--- config.mk ---
export PLATFORM = sky130hd
export DESIGN_NAME = mis_sequencer
export DESIGN_NICKNAME = d
export VERILOG_FILES = /design/src/mis_pkg.sv /design/src/mis_word_store.sv /design/src/mis_sequencer.sv
export VERILOG_INCLUDE_DIRS = /design/src
export SDC_FILE = /design/constraint.sdc
export NUM_CORES = 1
export LEC_CHECK = 0
export BUFFER_PORTS_ARGS = -buffer_cell sky130_fd_sc_hd__buf_2
export CORE_ASPECT_RATIO = 0.7
export CORE_UTILIZATION = 64
export CTS_CLUSTER_DIAMETER = 60
export DETAILED_ROUTE_END_ITERATION = 8
export GPL_TIMING_DRIVEN = 0
export PLACE_DENSITY_LB_ADDON = 0.25
export SYNTH_ARGS = -nofsm -noshare
export SYNTH_HDL_FRONTEND = slang
export SYNTH_SLANG_ARGS = --single-unit
export TNS_END_PERCENT = 10
--- constraint.sdc ---
create_clock -name ref_clk -period 6.06 [get_ports ref_clk]
set_clock_uncertainty 0.2 [all_clocks]
set_input_delay 1.212 -clock ref_clk [delete_from_list [all_inputs] [get_ports ref_clk]]
set_output_delay 1.212 -clock ref_clk [all_outputs]
set_load 0.02 [all_outputs]
--- src/mis_map.svh ---
// register offsets, field positions, reset values and constants
// assumes inclusion by the sequencer and the testbench only
`ifndef MIS_MAP_SVH
`define MIS_MAP_SVH

// register port offsets
`define MIS_ADDR_MASK     3'h0
`define MIS_ADDR_STATUS   3'h1
`define MIS_ADDR_PENDING  3'h2
`define MIS_ADDR_MASK_HW  3'h3
`define MIS_ADDR_TBL_SEL  3'h4
`define MIS_ADDR_TBL_DATA 3'h5
`define MIS_ADDR_VEC_BASE 3'h6

// status fields
`define MIS_ST_ACTIVE     0
`define MIS_ST_EN_PEND    1
`define MIS_ST_INH_PEND   2
`define MIS_ST_BUSY       3
`define MIS_ST_LEVEL_LO   4
`define MIS_ST_LEVEL_HI   7

// reset values
`define MIS_RST_MASK      16'h0000
`define MIS_RST_VEC_BASE  16'h0000
`define MIS_RST_TBL_SEL   4'h0

// return-link location is offset field plus this
`define MIS_LINK_OFS      16'h0064
// first return-link location of level 00
`define MIS_LINK_BASE     16'h0064

`endif

--- src/mis_pkg.sv ---
// types shared by the macro interrupt sequencer
// assumes nothing of its surroundings
package mis_pkg;
	typedef enum logic [1:0] {
		mis_idle,
		mis_entry,
		mis_exit
	} mis_state_t;
endpackage

--- src/mis_word_store.sv ---
// small word store: one write port, one read port, registered read data
// assumes read and write share the one clock; contents have no reset
`timescale 1ns/1ps
module mis_word_store #(
	parameter int W  = 16,
	parameter int D  = 16,
	parameter int AW = 4
) (
	input  wire logic          ref_clk,
	input  wire logic          we,
	input  wire logic [AW-1:0] waddr,
	input  wire logic [W-1:0]  wdata,
	input  wire logic [AW-1:0] raddr,
	output logic      [W-1:0]  rdata_q
);
	logic [W-1:0] mem [D];

	always_ff @(posedge ref_clk) begin
		if (we) begin
			mem[waddr] <= wdata;
		end
		rdata_q <= mem[raddr];
	end
endmodule

--- src/mis_sequencer.sv ---
// sixteen-level macro interrupt sequencer beside a processor core
// assumes core gives one-cycle boundary strobes; irq lines are async pins
//
// Behaviour
// - test requests at each instruction boundary; hold fetch when taken
// - write next-instruction address into a fixed location, then vector
// - sixteen sources, one internal, fifteen external, each own vector
// - states 00 to 15 numbered as mask bits; bit n enters state n
// - programming bit 15 is msb; hardware view reverses the numbering
// - take request only if its mask bit set and system active
// - mask loaded by interregister instruction; enable sets active flag
// - on recognition store return address in that state's location
// - after saving, clear active flag and jump to the state handler
// - entering a state replaces the mask with that state's mask
// - sixteen priority levels, reordered at run time by mask reload
// - exit reads saved link, reactivates the system, jumps there
// - level 00 highest, internal; level 15 lowest
// - one instruction runs after enable before any interrupt taken
// - inhibit takes effect at the second following instruction fetch
// - exit link location is offset field plus 100
//
// The placing of the registers and the plain strobed port were left to the implementer.
`timescale 1ns/1ps
`include "mis_map.svh"
module mis_sequencer #(
	parameter int LEVELS = 16,
	parameter int AW     = 16
) (
	input  wire logic          ref_clk,
	input  wire logic          arst_n,
	input  wire logic [15:0]   irq_req,
	input  wire logic          instr_done,
	input  wire logic [AW-1:0] next_pc,
	input  wire logic          enable_interrupts_instr,
	input  wire logic          inhibit_interrupts_instr,
	input  wire logic          return_from_interrupt_instr,
	input  wire logic [7:0]    exit_delta,
	input  wire logic          mask_load,
	input  wire logic [15:0]   mask_load_data,
	input  wire logic [2:0]    reg_addr,
	input  wire logic [15:0]   reg_wdata,
	input  wire logic          reg_wr,
	input  wire logic          reg_rd,
	output logic      [15:0]   reg_rdata,
	output logic               int_take,
	output logic      [AW-1:0] int_vector,
	output logic      [3:0]    int_level,
	output logic               fetch_hold,
	output logic               ret_jump,
	output logic      [AW-1:0] ret_addr,
	output logic      [15:0]   macro_level_mask,
	output logic               int_active
);
	// lowest set bit wins: level 00 is highest priority
	function automatic logic [4:0] pick_first(input logic [15:0] v);
		logic [4:0] r;
		r = 5'h00;
		for (int i = 15; i >= 0; i--) begin
			if (v[i]) begin
				r = {1'b1, 4'(i)};
			end
		end
		return r;
	endfunction

	// programming bit n is hardware bit 15-n
	function automatic logic [15:0] to_hw_view(input logic [15:0] v);
		logic [15:0] r;
		r = 16'h0000;
		for (int i = 0; i < 16; i++) begin
			r[15-i] = v[i];
		end
		return r;
	endfunction

	logic [15:0] sync1_q, sync2_q;
	mis_pkg::mis_state_t st_q, st_d;
	logic [15:0]   mask_q, mask_d;
	logic          active_q, active_d;
	logic          en_pend_q, en_pend_d;
	logic          inh_pend_q, inh_pend_d;
	logic          hold_q, hold_d;
	logic          take_q, take_d;
	logic          jump_q, jump_d;
	logic [3:0]    level_q, level_d;
	logic [AW-1:0] vec_q, vec_d;
	logic [AW-1:0] ret_q, ret_d;
	logic [AW-1:0] vec_base_q, vec_base_d;
	logic [3:0]    tbl_sel_q, tbl_sel_d;
	logic [15:0]   rdata_q, rdata_d;
	logic [15:0]   elig_q, elig_d;

	logic          eff_active;
	logic [15:0]   eligible;
	logic [4:0]    pick;
	logic          boundary;
	logic          accept;
	logic          do_exit;
	logic [15:0]   link_loc;
	logic [15:0]   link_rel;
	logic [3:0]    link_idx;
	logic [AW-1:0] link_rdata;
	logic [15:0]   smask_rdata;
	logic          tbl_we;

	// request pins are asynchronous: two-stage synchroniser
	always_ff @(posedge ref_clk or negedge arst_n) begin
		if (!arst_n) begin
			sync1_q <= 16'h0000;
			sync2_q <= 16'h0000;
		end else begin
			sync1_q <= irq_req;
			sync2_q <= sync1_q;
		end
	end

	// return links, one per level
	mis_word_store #(.W(AW), .D(LEVELS), .AW(4)) u_links (
		.ref_clk (ref_clk),
		.we      (accept),
		.waddr   (pick[3:0]),
		.wdata   (next_pc),
		.raddr   (link_idx),
		.rdata_q (link_rdata)
	);

	// per-state masks, written by software
	mis_word_store #(.W(16), .D(LEVELS), .AW(4)) u_state_masks (
		.ref_clk (ref_clk),
		.we      (tbl_we),
		.waddr   (tbl_sel_q),
		.wdata   (reg_wdata),
		.raddr   (pick[3:0]),
		.rdata_q (smask_rdata)
	);

	always_comb begin
		// delayed enable and inhibit settle at the next boundary
		if (en_pend_q) begin
			eff_active = 1'b1;
		end else if (inh_pend_q) begin
			eff_active = 1'b0;
		end else begin
			eff_active = active_q;
		end
		eligible = sync2_q & mask_q;
		pick     = pick_first(eligible);
		boundary = (st_q == mis_pkg::mis_idle) && instr_done;
		do_exit  = boundary && return_from_interrupt_instr;
		accept   = boundary && !return_from_interrupt_instr
			&& eff_active && pick[4];
		link_loc = {8'h00, exit_delta} + `MIS_LINK_OFS;
		link_rel = link_loc - `MIS_LINK_BASE;
		link_idx = link_rel[3:0];
		tbl_we   = reg_wr && (reg_addr == `MIS_ADDR_TBL_DATA);
	end

	always_comb begin
		st_d       = st_q;
		mask_d     = mask_q;
		active_d   = active_q;
		en_pend_d  = en_pend_q;
		inh_pend_d = inh_pend_q;
		hold_d     = hold_q;
		take_d     = 1'b0;
		jump_d     = 1'b0;
		level_d    = level_q;
		vec_d      = vec_q;
		ret_d      = ret_q;
		elig_d     = elig_q;
		vec_base_d = vec_base_q;
		tbl_sel_d  = tbl_sel_q;

		// software writes, lowest precedence for the mask
		if (reg_wr) begin
			unique case (reg_addr)
				`MIS_ADDR_MASK:     mask_d     = reg_wdata;
				`MIS_ADDR_TBL_SEL:  tbl_sel_d  = reg_wdata[3:0];
				`MIS_ADDR_VEC_BASE: vec_base_d = AW'(reg_wdata);
				default: ;
			endcase
		end
		if (mask_load) begin
			mask_d = mask_load_data;
		end

		unique case (st_q)
			mis_pkg::mis_idle: begin
				if (boundary) begin
					active_d   = eff_active;
					en_pend_d  = enable_interrupts_instr;
					inh_pend_d = inhibit_interrupts_instr;
					if (do_exit) begin
						st_d   = mis_pkg::mis_exit;
						hold_d = 1'b1;
					end else if (accept) begin
						// link written by u_links this edge
						st_d       = mis_pkg::mis_entry;
						hold_d     = 1'b1;
						active_d   = 1'b0;
						en_pend_d  = 1'b0;
						inh_pend_d = 1'b0;
						level_d    = pick[3:0];
						elig_d     = eligible;
					end
				end
			end
			mis_pkg::mis_entry: begin
				mask_d = smask_rdata;
				vec_d  = vec_base_q + AW'(level_q);
				take_d = 1'b1;
				hold_d = 1'b0;
				st_d   = mis_pkg::mis_idle;
			end
			mis_pkg::mis_exit: begin
				ret_d    = link_rdata;
				jump_d   = 1'b1;
				active_d = 1'b1;
				hold_d   = 1'b0;
				st_d     = mis_pkg::mis_idle;
			end
		endcase
	end

	// read data stand only in the cycle after the strobe
	always_comb begin
		rdata_d = 16'h0000;
		if (reg_rd) begin
			unique case (reg_addr)
				`MIS_ADDR_MASK:     rdata_d = mask_q;
				`MIS_ADDR_STATUS: begin
					rdata_d[`MIS_ST_ACTIVE]   = active_q;
					rdata_d[`MIS_ST_EN_PEND]  = en_pend_q;
					rdata_d[`MIS_ST_INH_PEND] = inh_pend_q;
					rdata_d[`MIS_ST_BUSY] = st_q != mis_pkg::mis_idle;
					rdata_d[`MIS_ST_LEVEL_HI:`MIS_ST_LEVEL_LO] = level_q;
				end
				`MIS_ADDR_PENDING:  rdata_d = sync2_q;
				`MIS_ADDR_MASK_HW:  rdata_d = to_hw_view(mask_q);
				`MIS_ADDR_TBL_SEL:  rdata_d = {12'h000, tbl_sel_q};
				`MIS_ADDR_VEC_BASE: rdata_d = 16'(vec_base_q);
				default:            rdata_d = 16'h0000;
			endcase
		end
	end

	always_ff @(posedge ref_clk or negedge arst_n) begin
		if (!arst_n) begin
			st_q       <= mis_pkg::mis_idle;
			mask_q     <= `MIS_RST_MASK;
			active_q   <= 1'b0;
			en_pend_q  <= 1'b0;
			inh_pend_q <= 1'b0;
			hold_q     <= 1'b0;
			take_q     <= 1'b0;
			jump_q     <= 1'b0;
			level_q    <= 4'h0;
			vec_q      <= '0;
			ret_q      <= '0;
			elig_q     <= 16'h0000;
			vec_base_q <= AW'(`MIS_RST_VEC_BASE);
			tbl_sel_q  <= `MIS_RST_TBL_SEL;
			rdata_q    <= 16'h0000;
		end else begin
			st_q       <= st_d;
			mask_q     <= mask_d;
			active_q   <= active_d;
			en_pend_q  <= en_pend_d;
			inh_pend_q <= inh_pend_d;
			hold_q     <= hold_d;
			take_q     <= take_d;
			jump_q     <= jump_d;
			level_q    <= level_d;
			vec_q      <= vec_d;
			ret_q      <= ret_d;
			elig_q     <= elig_d;
			vec_base_q <= vec_base_d;
			tbl_sel_q  <= tbl_sel_d;
			rdata_q    <= rdata_d;
		end
	end

	assign reg_rdata        = rdata_q;
	assign int_take         = take_q;
	assign int_vector       = vec_q;
	assign int_level        = level_q;
	assign fetch_hold       = hold_q;
	assign ret_jump         = jump_q;
	assign ret_addr         = ret_q;
	assign macro_level_mask = mask_q;
	assign int_active       = active_q;
endmodule

==> Word level (Yosys, flattened, before mapping) <==
Memory sizes are Yosys's and may differ from the RTL's. A register that Yosys moved wholly into a read port is not among the register bits.
Cells that the tools add are included.
{ "totals": {"reg_bits": 128, "ramBits": 512, "input_bits": 84, "output_inout_bits": 72, "elab_cells": 101, "memories": 2} }
{ "classes": {"add_sub_neg": 3, "eq_ne": 10, "muxes": 47, "n_bitwise": 2, "n_reduce_logical": 21} }
{ "memory_table": {"columns": ["memory", "words", "width", "rd", "rd_clocked_by_memory_dff", "write_ports", "line_no", "text"], "rows": [
  ["u_links.mem", 16, 16, 1, 1, 1, "mis_word_store.sv:16", "logic [W-1:0] mem [D];"],
  ["u_state_masks.mem", 16, 16, 1, 1, 1, "mis_word_store.sv:16", null]
]} }
{ "ops": {"columns": ["op", "count"], "rows": [
  ["$mux W16", 5],
  ["$mux W5", 16],
  ["$pmux W8 S6", 1],
  ["$pmux W8 S4", 1],
  ["$mux W1", 18],
  ["$add A16 B4 Y16", 1],
  ["$and A16 B16 Y16", 1],
  ["$reduce_and A2 Y1", 6],
  ["$eq A3 B3 Y1 const B", 3],
  ["$eq A3 B2 Y1 const B", 2],
  ["$logic_and A1 B1 Y1", 6],
  ["$mux W2", 3],
  ["$reduce_bool A3 Y1", 2],
  ["$add A4 B3 Y4 const B", 1],
  ["$pmux W1 S2", 2],
  ["$pmux W2 S2", 1],
  ["$reduce_and A4 Y1", 1],
  ["$reduce_bool A2 Y1", 2],
  ["$sub A4 B3 Y4 const B", 1],
  ["$eq A3 B1 Y1 const B", 1],
  ["$logic_not A3 Y1", 1],
  ["$ne A3 B3 Y1 const B", 1],
  ["$eq A2 B1 Y1 const B", 1],
  ["$eq A2 B2 Y1 const B", 1],
  ["5 further kinds", 5]
]} }

==> Depth between registers and ports, before layout <==
Gate-level depths: netlist of run 1.
{ "logic_depth": {"depth_word": 22, "depth_mapped": 10, "ltp_nobuf": 10} }

==> By module <==
From an unflattened synthesis of run 1, not the netlist that was laid out.
{ "hier_totals": {"cells_unflattened": 1410, "area_unflattened_um2": 26027.5} }
{ "modules_own_cells": {"columns": ["mod", "n_inst", "cells_each", "area_each_um2"], "rows": [
  ["mis_word_store (u_state_masks)", 1, 432, 10043.4],
  ["mis_word_store (u_links)", 1, 432, 10042.1],
  ["mis_sequencer", 1, 546, 5941.9]
]} }

==> Least setup slack after synthesis of run 1 <==
OpenSTA, ideal clock, no wires.
{ "synth_path": {"path_type": "input-to-reg", "from": "in reg_addr[0]", "to": "mem u_state_masks.mem[12][0] (enable)", "t_arrival_ns": 3.518, "t_required_ns": 5.451, "setup_slack_ns": 1.933, "cell_stages": 5, "path_cell_list": "clkbuf_1 > clkbuf_1 > nand4_1 > or3b_2 > nor3_1"} }
{ "synth_between": {"elab_chain_cells": 4} }
{ "synth_lines": {"columns": ["item", "line_no", "text"], "rows": [
  ["from (decl)", "mis_sequencer.sv:40", "input wire logic [2:0] reg_addr,"],
  ["$eq A3 B3 Y1 (no source line)", null, null],
  ["$logic_and A1 B1 Y1", "mis_sequencer.sv:155", "tbl_we = reg_wr && (reg_addr == `MIS_ADDR_TBL_DATA);"],
  ["$mux W1", "mis_word_store.sv:19", "if (we) begin"],
  ["$mux W1 (implied by the code)", "mis_word_store.sv:20", "mem[waddr] <= wdata;"],
  ["to (decl)", "mis_word_store.sv:16", null]
]} }
Every way passes these cells.

==> Worst setup path in the final report of run 1 <==
{ "layout_path": {"from": "reg mask_q[2] (netlist: macro_level_mask[2])", "to": "mem u_links.mem[5][15] (enable)"} }
{ "layout_between": {"elab_chain_cells": 7} }
{ "layout_lines": {"columns": ["item", "line_no", "text"], "rows": [
  ["from (decl)", "mis_sequencer.sv:78", "logic [15:0] mask_q, mask_d;"],
  ["from (signal assigned)", "mis_sequencer.sv:250", "mask_q <= `MIS_RST_MASK;"],
  ["from (signal assigned)", "mis_sequencer.sv:266", "mask_q <= mask_d;"],
  ["$and A16 B16 Y16 (*)", "mis_sequencer.sv:146", "eligible = sync2_q & mask_q;"],
  ["$mux W5 (*) (3 in a row)", "mis_sequencer.sv:59", "if (v[i]) begin"],
  ["$logic_and A1 B1 Y1", "mis_sequencer.sv:151", "&& eff_active && pick[4];"],
  ["$mux W1", "mis_word_store.sv:19", null],
  ["$mux W1 (implied by the code)", "mis_word_store.sv:20", null],
  ["to (decl)", "mis_word_store.sv:16", null]
]} }
Every way passes the cells marked *; elsewhere a longest branch is shown, timed or not.

==> flow_summary.yaml, run 1 <==
routing:
  routed_wl_um: 72800
  drt_iter0_drc: 2246
  drcViolationCount: 0
  wire_per_inst_um: 29.8
  drtPass1Iterations: 6
  antenna_left: 0
  num_vias: 16300
  via_per_inst: 6.69
yosys:
  synthTopCellsByArea: "edfxtp_1 (58%), dfrtp_1 (12%), mux4_2 (7.0%), mux2i_1 (3.1%), dfxtp_1 (2.4%)"
  yosysMostFrequentCell: "edfxtp_1"
  yosys_warnings: 0
  synth-main-ff-cell: "edfxtp_1"
  yosysSeqAreaShare: 0.723
  ys_top_cells_by_count: "edfxtp_1 (512), dfrtp_1 (128), mux4_2 (83)"
  synth.top_cell.area_share: 0.579
  synth.distinct_cells: 58
  synth_edf_count: 512
  syn_nets: 1699
  avgSynthCellArea_sq_um: 16.5
  async_flop_share: 0.190
  synthCells: 1607
  synth_area_sq_mm: 0.0266
  synth_top_cell_by_area: "edfxtp_1"
  synth_seq_cells: 672
hold_path:
  min-delay-start: "sync1_q[1]$_DFF_PN0_"
  hold_class: "flop to flop"
worst_setup_path:
  cp-end-kind: "flop"
  crit_path_start: "macro_level_mask[2]$_DFFE_PN0P_"
  r2r_start: "macro_level_mask[2]$_DFFE_PN0P_"
  critical_path_arrival_ps: 4310
  critPathMaxFanout: 10
  worstPathRequired_ps: 6180
  start_kind: "flop"
  critPathKind: "flop to flop"
die:
  rows: 62
  die_h_um: 172
  die_area_sq_mm: 0.0423
  start_util: 0.649
  dieWidth_um: 246
  io_pins: 156
  core_area_sq_mm: 0.0410
flow_run:
  drv_cap: 0
clock_network:
  cts-root-buf: "clkbuf_16"
  clock_sinks: 672
  cts_buffers: 59
  cts_hold_buf: 0
  clockBufferDepth: 3
  clock_latency_ps: 620
  postCtsSetupBuffers: 0
  htree_levels: 2
  clk_pin_slew_ps: 70
  post_cts_resize_count: 0
  cts_tree: "done"
power:
  total_leakage_power_nw: 11.1
  power_density_mw_per_mm2: 445
  max-vdd-ir-drop_v: 0.000349
timing:
  setup_viol: 0
  tightest_slew_ps: 1290
  slew_violations: 0
  min_period_over_period: 0.691
  relSlewSlack: 0.141
  finalCriticalPeriod_ps: 4190
  rsz0062_at_grt: "no"
  setup_tns_ps: 0
  max_freq_ghz: 0.239
  hold_viol: 0
global_routing:
  grt.overflow.total: 0
  grtUsageTotal: 0.347
  grt_pass1_wl_um: 103000
  grt_pass1_vias: 15600
  antenna_found_initial: 6
  grt_max_degree: 73
placed_design:
  place.gp.congestion: 0.984
  dp_hpwl_um: 50600
  io_buffers: 145
  dpl_cell_area_sq_mm: 0.0284
cells_and_area:
  nNetsFinal: 1934
  finalInstanceArea_sq_mm: 0.0305
  drive_gt1_frac: 0.241
  syn_to_final_growth_pct: 14.8
  fillCellCount: 2378
  largestRegisters: "u_links.mem: 256 flops, u_state_masks.mem: 256 flops"
run_status:
  status: "complete, no violations"
## logic make-up after synthesis
kind of cell | share of synthesized area
buf+inv | 0.0182
simple gates | 0.0571
compound gates | 0.0745
mux | 0.118
flops | 0.723
xor+xnor | 0.00461
fa+ha+maj | 0.00405
## final timing paths
check	slack, ps	cells after the start	to
worst min-delay path	150	0	sync2_q[1]$_DFF_PN0_
worst max-delay path	1870	8	u_links.mem[5][15]$_DFFE_PP_
worst min register to register	150	0	sync2_q[1]$_DFF_PN0_
max in group asynchronous	4460	2	sync1_q[1]$_DFF_PN0_
worst max register to register	1870	8	u_links.mem[5][15]$_DFFE_PP_
min in group asynchronous	460	1	ret_addr[14]$_DFFE_PN0P_
## cell usage in the layout, fill, tap and decap left out, types with 6 or more instances in the layout
cell	n
a211oi_1	60
a21boi_0	35
a21oi_1	43
a22oi_1	14
and2_1	17
and3_1	81
buf_1	8
buf_2	164
buf_6	11
buf_8	18
bufinv_16	10
clkbuf_1	76
clkbuf_16	60
clkinv_1	13
clkinv_2	12
dfrtp_1	128
dfxtp_1	32
edfxtp_1	512
ha_1	7
inv_1	11
mux2_2	41
mux2i_1	81
mux4_2	83
nand2_1	64
nand3_1	13
nor2_1	54
nor2_2	22
nor2b_1	8
o21ai_0	67
o21ai_1	6
o22ai_1	20
o311ai_1	16
or3_1	19
xnor2_1	9
## metal layers
layer  wire, um  up-vias  global-route usage  share of wire
li1           -     6769                   -              -
met1      29500     8225               0.526           0.41
met2      31400     1201               0.491           0.43
met3      10000      139               0.100           0.14
met4       1920        0               0.100          0.026
met5          0        -                   0              0
## stage by stage
step	total power, mW	setup slack (ps)	util	hold slack (ps)	instances
final	13.6	1870	0.745	148	2441
after global placement	9.36	942	0.683	136	2296
after global routing	14.0	1870	0.745	158	2441
after CTS	13.4	2080	0.744	152	2436
after floorplan	7.99	1930	-	131	1607
after detailed placement	9.52	1610	0.695	137	2325
## area by class of cell
cell class / count / area (sq um) / share of cell area
well taps: 544 / 681 / 0.0223
multi-input cells: 821 / 6940 / 0.228
repair buffers: 174 / 1130 / 0.0371
inverters: 11 / 41.3 / 0.00135
clock buffers: 67 / 1540 / 0.0504
plain buffers: 103 / 442 / 0.0145
flip-flops and latches: 672 / 19200 / 0.630
clock inverters: 44 / 490 / 0.0161
diodes: 5 / 12.5 / 0.000410
## power by group
part	internal (mW)	switching, mW	total [mW]	leakage, nW
Clock	2.25	1.70	3.95	0.989
Sequential	5.36	0.368	5.72	6.43
Combinational	1.29	2.60	3.90	3.71
## worst max-delay path, stage by stage (launching register included)
cell and delay [ps]:
dfrtp_1 570, a22oi_1 240, o221ai_1 220, and2_1 260, nor3_2 860, buf_2 400, nand3_1 270, nor2_2 610
buf_8 250
(Power assumes the default switching activity.)
==> inputs of run 2 (changes only) <==
--- a/config.mk
+++ b/config.mk
@@ -8,7 +8,7 @@
 export LEC_CHECK = 0
 export BUFFER_PORTS_ARGS = -buffer_cell sky130_fd_sc_hd__buf_2
 export CORE_ASPECT_RATIO = 0.7
-export CORE_UTILIZATION = 64
+export CORE_UTILIZATION = 55
 export CTS_CLUSTER_DIAMETER = 60
 export DETAILED_ROUTE_END_ITERATION = 8
 export GPL_TIMING_DRIVEN = 0
==> constraint.sdc (replaced) <==
create_clock -name ref_clk -period 3.4 [get_ports ref_clk]
set_clock_uncertainty 0.2 [all_clocks]
set_input_delay 0.68 -clock ref_clk [delete_from_list [all_inputs] [get_ports ref_clk]]
set_output_delay 0.68 -clock ref_clk [all_outputs]
set_load 0.02 [all_outputs]
==> run 2 against run 1 <==
Effect of this change: sequential power grew 78%; utilization shrank 8.4 points; clock power up 64%; fmax grew 25%; critical path depth shrank 2; power rose by 75%; sequential cell count unchanged; combinational power grew 82%; die area increased by 16%; critical path type unchanged; critical endpoint is now u_links.mem[6][1]$_DFFE_PP_.
==> flow_summary.yaml, run 2 (synthesized netlist as in run 1, its figures left out) <==
global_routing:
  grt.overflow.total: 0
  grt_use_met1: 0.429
  busiest_layer: "met1"
  grt_pass1_wl_um: 103000
  grt_pass1_vias: 15900
  use_met2: 0.425
  grt_use_met3: 0.0911
  grtUsageTotal: 0.295
  grt_max_degree: 69
  antenna_found_initial: 8
timing:
  max_freq_ghz: 0.298
  relSlewSlack: 0.249
  setup_viol: 0
  hold_viol: 0
  setup_tns_ps: 0
  tightest_slew_ps: 1130
  finalCriticalPeriod_ps: 3350
  min_period_over_period: 0.986
  slew_violations: 0
  holdWs_ps: 141
  setup_ws_ps: 47.3
placed_design:
  dpl_cell_area_sq_mm: 0.0285
  dp_hpwl_um: 48800
  io_buffers: 145
  pre_cts_ws_ps: -741
  place.gp.congestion: 0.923
cells_and_area:
  nNetsFinal: 1971
  final_cell_mix: "edfxtp_1 (512), buf_2 (164), dfrtp_1 (120)"
  register_area_sq_mm: 0.0192
  drive_gt1_frac: 0.260
  largestRegisters: "u_links.mem: 256 flops, u_state_masks.mem: 256 flops"
  multi_input_area_sq_mm: 0.00723
  finalInstanceArea_sq_mm: 0.0311
  final_util: 0.661
  syn_to_final_growth_pct: 17.1
  fillCellCount: 3212
  mostFrequentLayoutCell: "edfxtp_1"
routing:
  wire_per_inst_um: 28.4
  drcViolationCount: 0
  drt_iter0_drc: 1983
  drtPass1Iterations: 6
  num_vias: 16200
  routed_wl_um: 72100
  via_per_inst: 6.35
  antenna_left: 0
flow_run:
  drv_cap: 0
worst_setup_path:
  cp-end-kind: "flop"
  start_kind: "flop"
  critPathMaxFanout: 10
  critPathKind: "flop to flop"
  critical_path_arrival_ps: 3500
  worstPathRequired_ps: 3550
clock_network:
  htree_levels: 2
  cts-root-buf: "clkbuf_16"
  clk_pin_slew_ps: 60
  clock_latency_ps: 640
  cts_buffers: 60
  clockBufferDepth: 3
  clock_sinks: 672
  cts_tree: "done"
power:
  max-vdd-ir-drop_v: 0.000501
  power_density_mw_per_mm2: 765
  total_leakage_power_nw: 11.3
die:
  io_pins: 156
  dieWidth_um: 265
  rows: 66
  start_util: 0.564
  die_area_sq_mm: 0.0492
  die_h_um: 186
  core_area_sq_mm: 0.0471
hold_path:
  hold_class: "input port to flop"
run_status:
  status: "complete, no violations"
-- run 2: cell types whose count changed in the layout (fill, tap and decap cells not counted), sizes merged --
cell,delta
buf,+19
bufinv,-8
clkbuf,+11
clkinv,+4
clkinvlp,-3
diode,-4
dlygate4sd3,+17
inv,-2
-- run 2: timing repair --
item | CTS | global route
setup endpoints to repair | 267 | 220
gates resized for setup | 41 | 34
endpoints found under the hold margin | 76 | 0
hold buffers | 17 | 0
setup buffers | 14 | 9
pin swaps | 12 | 6
-- run 2: final cells by class --
cell class                      instances  share of cell area
Multi-Input combinational cell        821               0.232
Sequential cell                       672               0.618
Tap cell                              612              0.0246
Antenna cell                            1           0.0000804
Clock inverter                         35             0.00720
Inverter                               11             0.00133
Timing Repair Buffer                  211              0.0502
Clock buffer                           78              0.0518
Buffer                                102              0.0145
-- run 2: final timing paths --
kind	start	to	slack, ps	cells past startpoint
max	macro_level_mask[1]$_DFFE_PN0P_	u_links.mem[6][1]$_DFFE_PP_	50	6
max in group asynchronous	arst_n	sync1_q[12]$_DFF_PN0_	1850	3
min in group asynchronous	arst_n	sync1_q[10]$_DFF_PN0_	390	2
min reg2reg	sync1_q[6]$_DFF_PN0_	sync2_q[6]$_DFF_PN0_	150	0
min	enable_interrupts_instr	en_pend_q$_DFFE_PN0P_	140	3
max reg2reg	macro_level_mask[1]$_DFFE_PN0P_	u_links.mem[6][1]$_DFFE_PP_	50	6
-- run 2: stage by stage --
stage / std cells / power, mW
2_1_floorplan: 1607 / 14.3
3_3_place_gp: 2364 / 16.7
3_5_place_dp: 2388 / 16.9
4_1_cts: 2532 / 23.5
5_1_grt: 2543 / 24.6
6_report: 2543 / 23.8
-- run 2: per-layer routing --
layer / vias to the layer above / part of all wire
li1: 6857 / -
met1: 8210 / 0.42
met2: 955 / 0.43
met3: 138 / 0.12
met4: 0 / 0.031
met5: - / 0
-- run 2: where the power goes --
part	internal (mW)	switching [mW]
Clock	3.49	2.98
Combinational	2.48	4.63
Sequential	9.56	0.653
Total	15.5	8.26
-- run 2: critical path, cell delays in order (launching register included) --
cell      delay [ps]
dfrtp_1          520
a22oi_2          460
clkbuf_1         520
nand3_1          170
clkbuf_1         470
nor2_4           480
buf_8            220
==> inputs of run 3 (changes only) <==
--- a/config.mk
+++ b/config.mk
@@ -8,7 +8,7 @@
 export LEC_CHECK = 0
 export BUFFER_PORTS_ARGS = -buffer_cell sky130_fd_sc_hd__buf_2
 export CORE_ASPECT_RATIO = 0.7
-export CORE_UTILIZATION = 55
+export CORE_UTILIZATION = 61
 export CTS_CLUSTER_DIAMETER = 60
 export DETAILED_ROUTE_END_ITERATION = 8
 export GPL_TIMING_DRIVEN = 0
==> constraint.sdc (replaced) <==
create_clock -name ref_clk -period 3.49 [get_ports ref_clk]
set_clock_uncertainty 0.2 [all_clocks]
set_input_delay 0.698 -clock ref_clk [delete_from_list [all_inputs] [get_ports ref_clk]]
set_output_delay 0.698 -clock ref_clk [all_outputs]
set_load 0.02 [all_outputs]
==> run 3 against run 2 <==
Effect of this change: final area shrank 0.86%; hold slack worse by 110 ps; largest cell class unchanged; global-route usage up 4.4 points; clock power grew 1%; sequential cell count stayed put; highest routed layer is now met5.
==> flow_summary.yaml, run 3 (synthesized netlist as in run 1, its figures left out) <==
run_status:
  status: "complete, no violations"
hold_path:
  whs_endpoint: "sync1_q[3]$_DFF_PN0_"
  hold_class: "input port to flop"
  min-delay-start: "irq_req[3]"
  min_path_cells: 1
worst_setup_path:
  critPathKind: "flop to flop"
  cp_slowest_stage_delay_ps: 750
  worstPathRequired_ps: 3850
  reg2reg_depth: 9
  start_kind: "flop"
  r2r_start: "macro_level_mask[5]$_DFFE_PN0P_"
  critical_path_arrival_ps: 3810
  cp-end-kind: "flop"
  crit_chain: "a22o_1 -> a21oi_1 -> o211ai_1 -> nand3_1 -> buf_2 -> buf_2 -> a211oi_1 -> a211oi_1 -> or3_1"
  critPathBufInv: 2
  critPathTopFamily: "compound AO/OA/AOI/OAI gates"
  timing.rr.end: "u_state_masks.rdata_q[6]$_DFF_P_"
  slowest_stage: "a211oi_1"
  critPathMaxFanout: 10
  reg2reg_slack_ps: 30
clock_network:
  cts_tree: "done"
  clock_sinks: 672
  clk_pin_slew_ps: 70
  clock_latency_ps: 630
  htree_levels: 2
  clockBufferDepth: 3
  cts-root-buf: "clkbuf_16"
  cts_buffers: 59
routing:
  drtPass1Iterations: 5
  met2_length_um: 33300
  wire_per_inst_um: 30.3
  top_layer_used: "met5"
  met1_length_um: 29800
  num_vias: 16600
  wl_met3_um: 10200
  antenna_left: 0
  drcViolationCount: 0
  routed_wl_um: 75600
  via_per_inst: 6.67
  drt_iter0_drc: 2513
cells_and_area:
  drive_gt1_frac: 0.261
  instances_no_fill: 2496
  final_cell_mix: "edfxtp_1 (512), buf_2 (165), dfrtp_1 (120)"
  syn_to_final_growth_pct: 16.1
  mostFrequentLayoutCell: "edfxtp_1"
  largestRegisters: "u_links.mem: 256 flops, u_state_masks.mem: 256 flops"
  finalInstanceArea_sq_mm: 0.0308
  final_util: 0.723
  nNetsFinal: 1947
die:
  start_util: 0.623
  rows: 63
  io_pins: 156
  die_area_sq_mm: 0.0444
  core_area_sq_mm: 0.0426
  die_h_um: 177
  dieWidth_um: 251
power:
  max-vdd-ir-drop_v: 0.000447
  total_power_mw: 23.5
  power_density_mw_per_mm2: 761
  total_leakage_power_nw: 11.2
timing:
  relSlewSlack: 0.230
  max_freq_ghz: 0.289
  rsz0062_at_grt: "no"
  setup_viol: 0
  setup_tns_ps: 0
  finalCriticalPeriod_ps: 3460
  hold_viol: 0
  setup_ws_ps: 33.8
  holdWs_ps: 34.9
  tightest_slew_ps: 1160
  min_period_over_period: 0.990
  slew_violations: 0
global_routing:
  grt_pass1_vias: 16000
  grt_max_degree: 71
  grt_pass1_wl_um: 107000
  grt.overflow.total: 0
  antenna_found_initial: 9
  grtUsageTotal: 0.340
placed_design:
  io_buffers: 145
  dp_hpwl_um: 49700
  pre_cts_ws_ps: -594
  dpl_cell_area_sq_mm: 0.0284
  placed_cells: 2360
  place.gp.congestion: 0.961
flow_run:
  drv_cap: 0
run 3: cell types whose count changed in the layout (fill, tap and decap cells not counted), moves of 5 or more:
cell,before,now
clkinv_1,21,11
o21ai_1,11,6
buf_4,21,15
o21ai_0,62,67
clkbuf_8,0,6
dlygate4sd3_1,17,2
clkinv_2,7,12
run 3: how the worst max path moves through the flow:
stage	from	endpoint	slack [ps]	depth (start not counted)
final	macro_level_mask[5]$_DFFE_PN0P_	u_state_masks.rdata_q[6]$_DFF_P_	30	9
after global routing	macro_level_mask[5]$_DFFE_PN0P_	u_state_masks.rdata_q[6]$_DFF_P_	5	9
after CTS	macro_level_mask[1]$_DFFE_PN0P_	u_state_masks.rdata_q[9]$_DFF_P_	-6	7
after detailed placement	macro_level_mask[2]$_DFFE_PN0P_	u_links.mem[5][10]$_DFFE_PP_	-590	8
after global placement	macro_level_mask[5]$_DFFE_PN0P_	u_links.mem[5][10]$_DFFE_PP_	-1320	7
after floorplan	reg_addr[0]	u_state_masks.mem[4][0]$_DFFE_PP_	20	5
run 3: where the power goes:
group	internal (mW)	switching, mW	leakage, nW
logic	2.35	4.64	3.83
registers	9.31	0.647	6.42
clock network	3.59	2.94	0.938
run 3: area by class of cell:
class | count | area (sq um)
buffer | 103 | 450
multi-input combinational | 822 | 7170
clock inverter | 34 | 282
timing repair buffer | 186 | 1310
inverter | 11 | 41.3
fill | 2556 | 11800
antenna | 5 | 12.5
tap | 585 | 732
clock buffer | 78 | 1630
sequential | 672 | 19200
run 3: repair_timing:
action	in CTS	in global routing
endpoints found under the hold margin	70	0
resized for setup	33	22
hold buffers	2	0
pin swaps	7	5
gates cloned	0	1
endpoints found under the setup margin	255	171
buffers inserted	9	7
run 3: routing by layer:
metal | vias up | global-route usage
li1 | 6808 | -
met1 | 8381 | 0.507
met2 | 1271 | 0.490
met3 | 181 | 0.101
met4 | 2 | 0.0968
met5 | - | 0
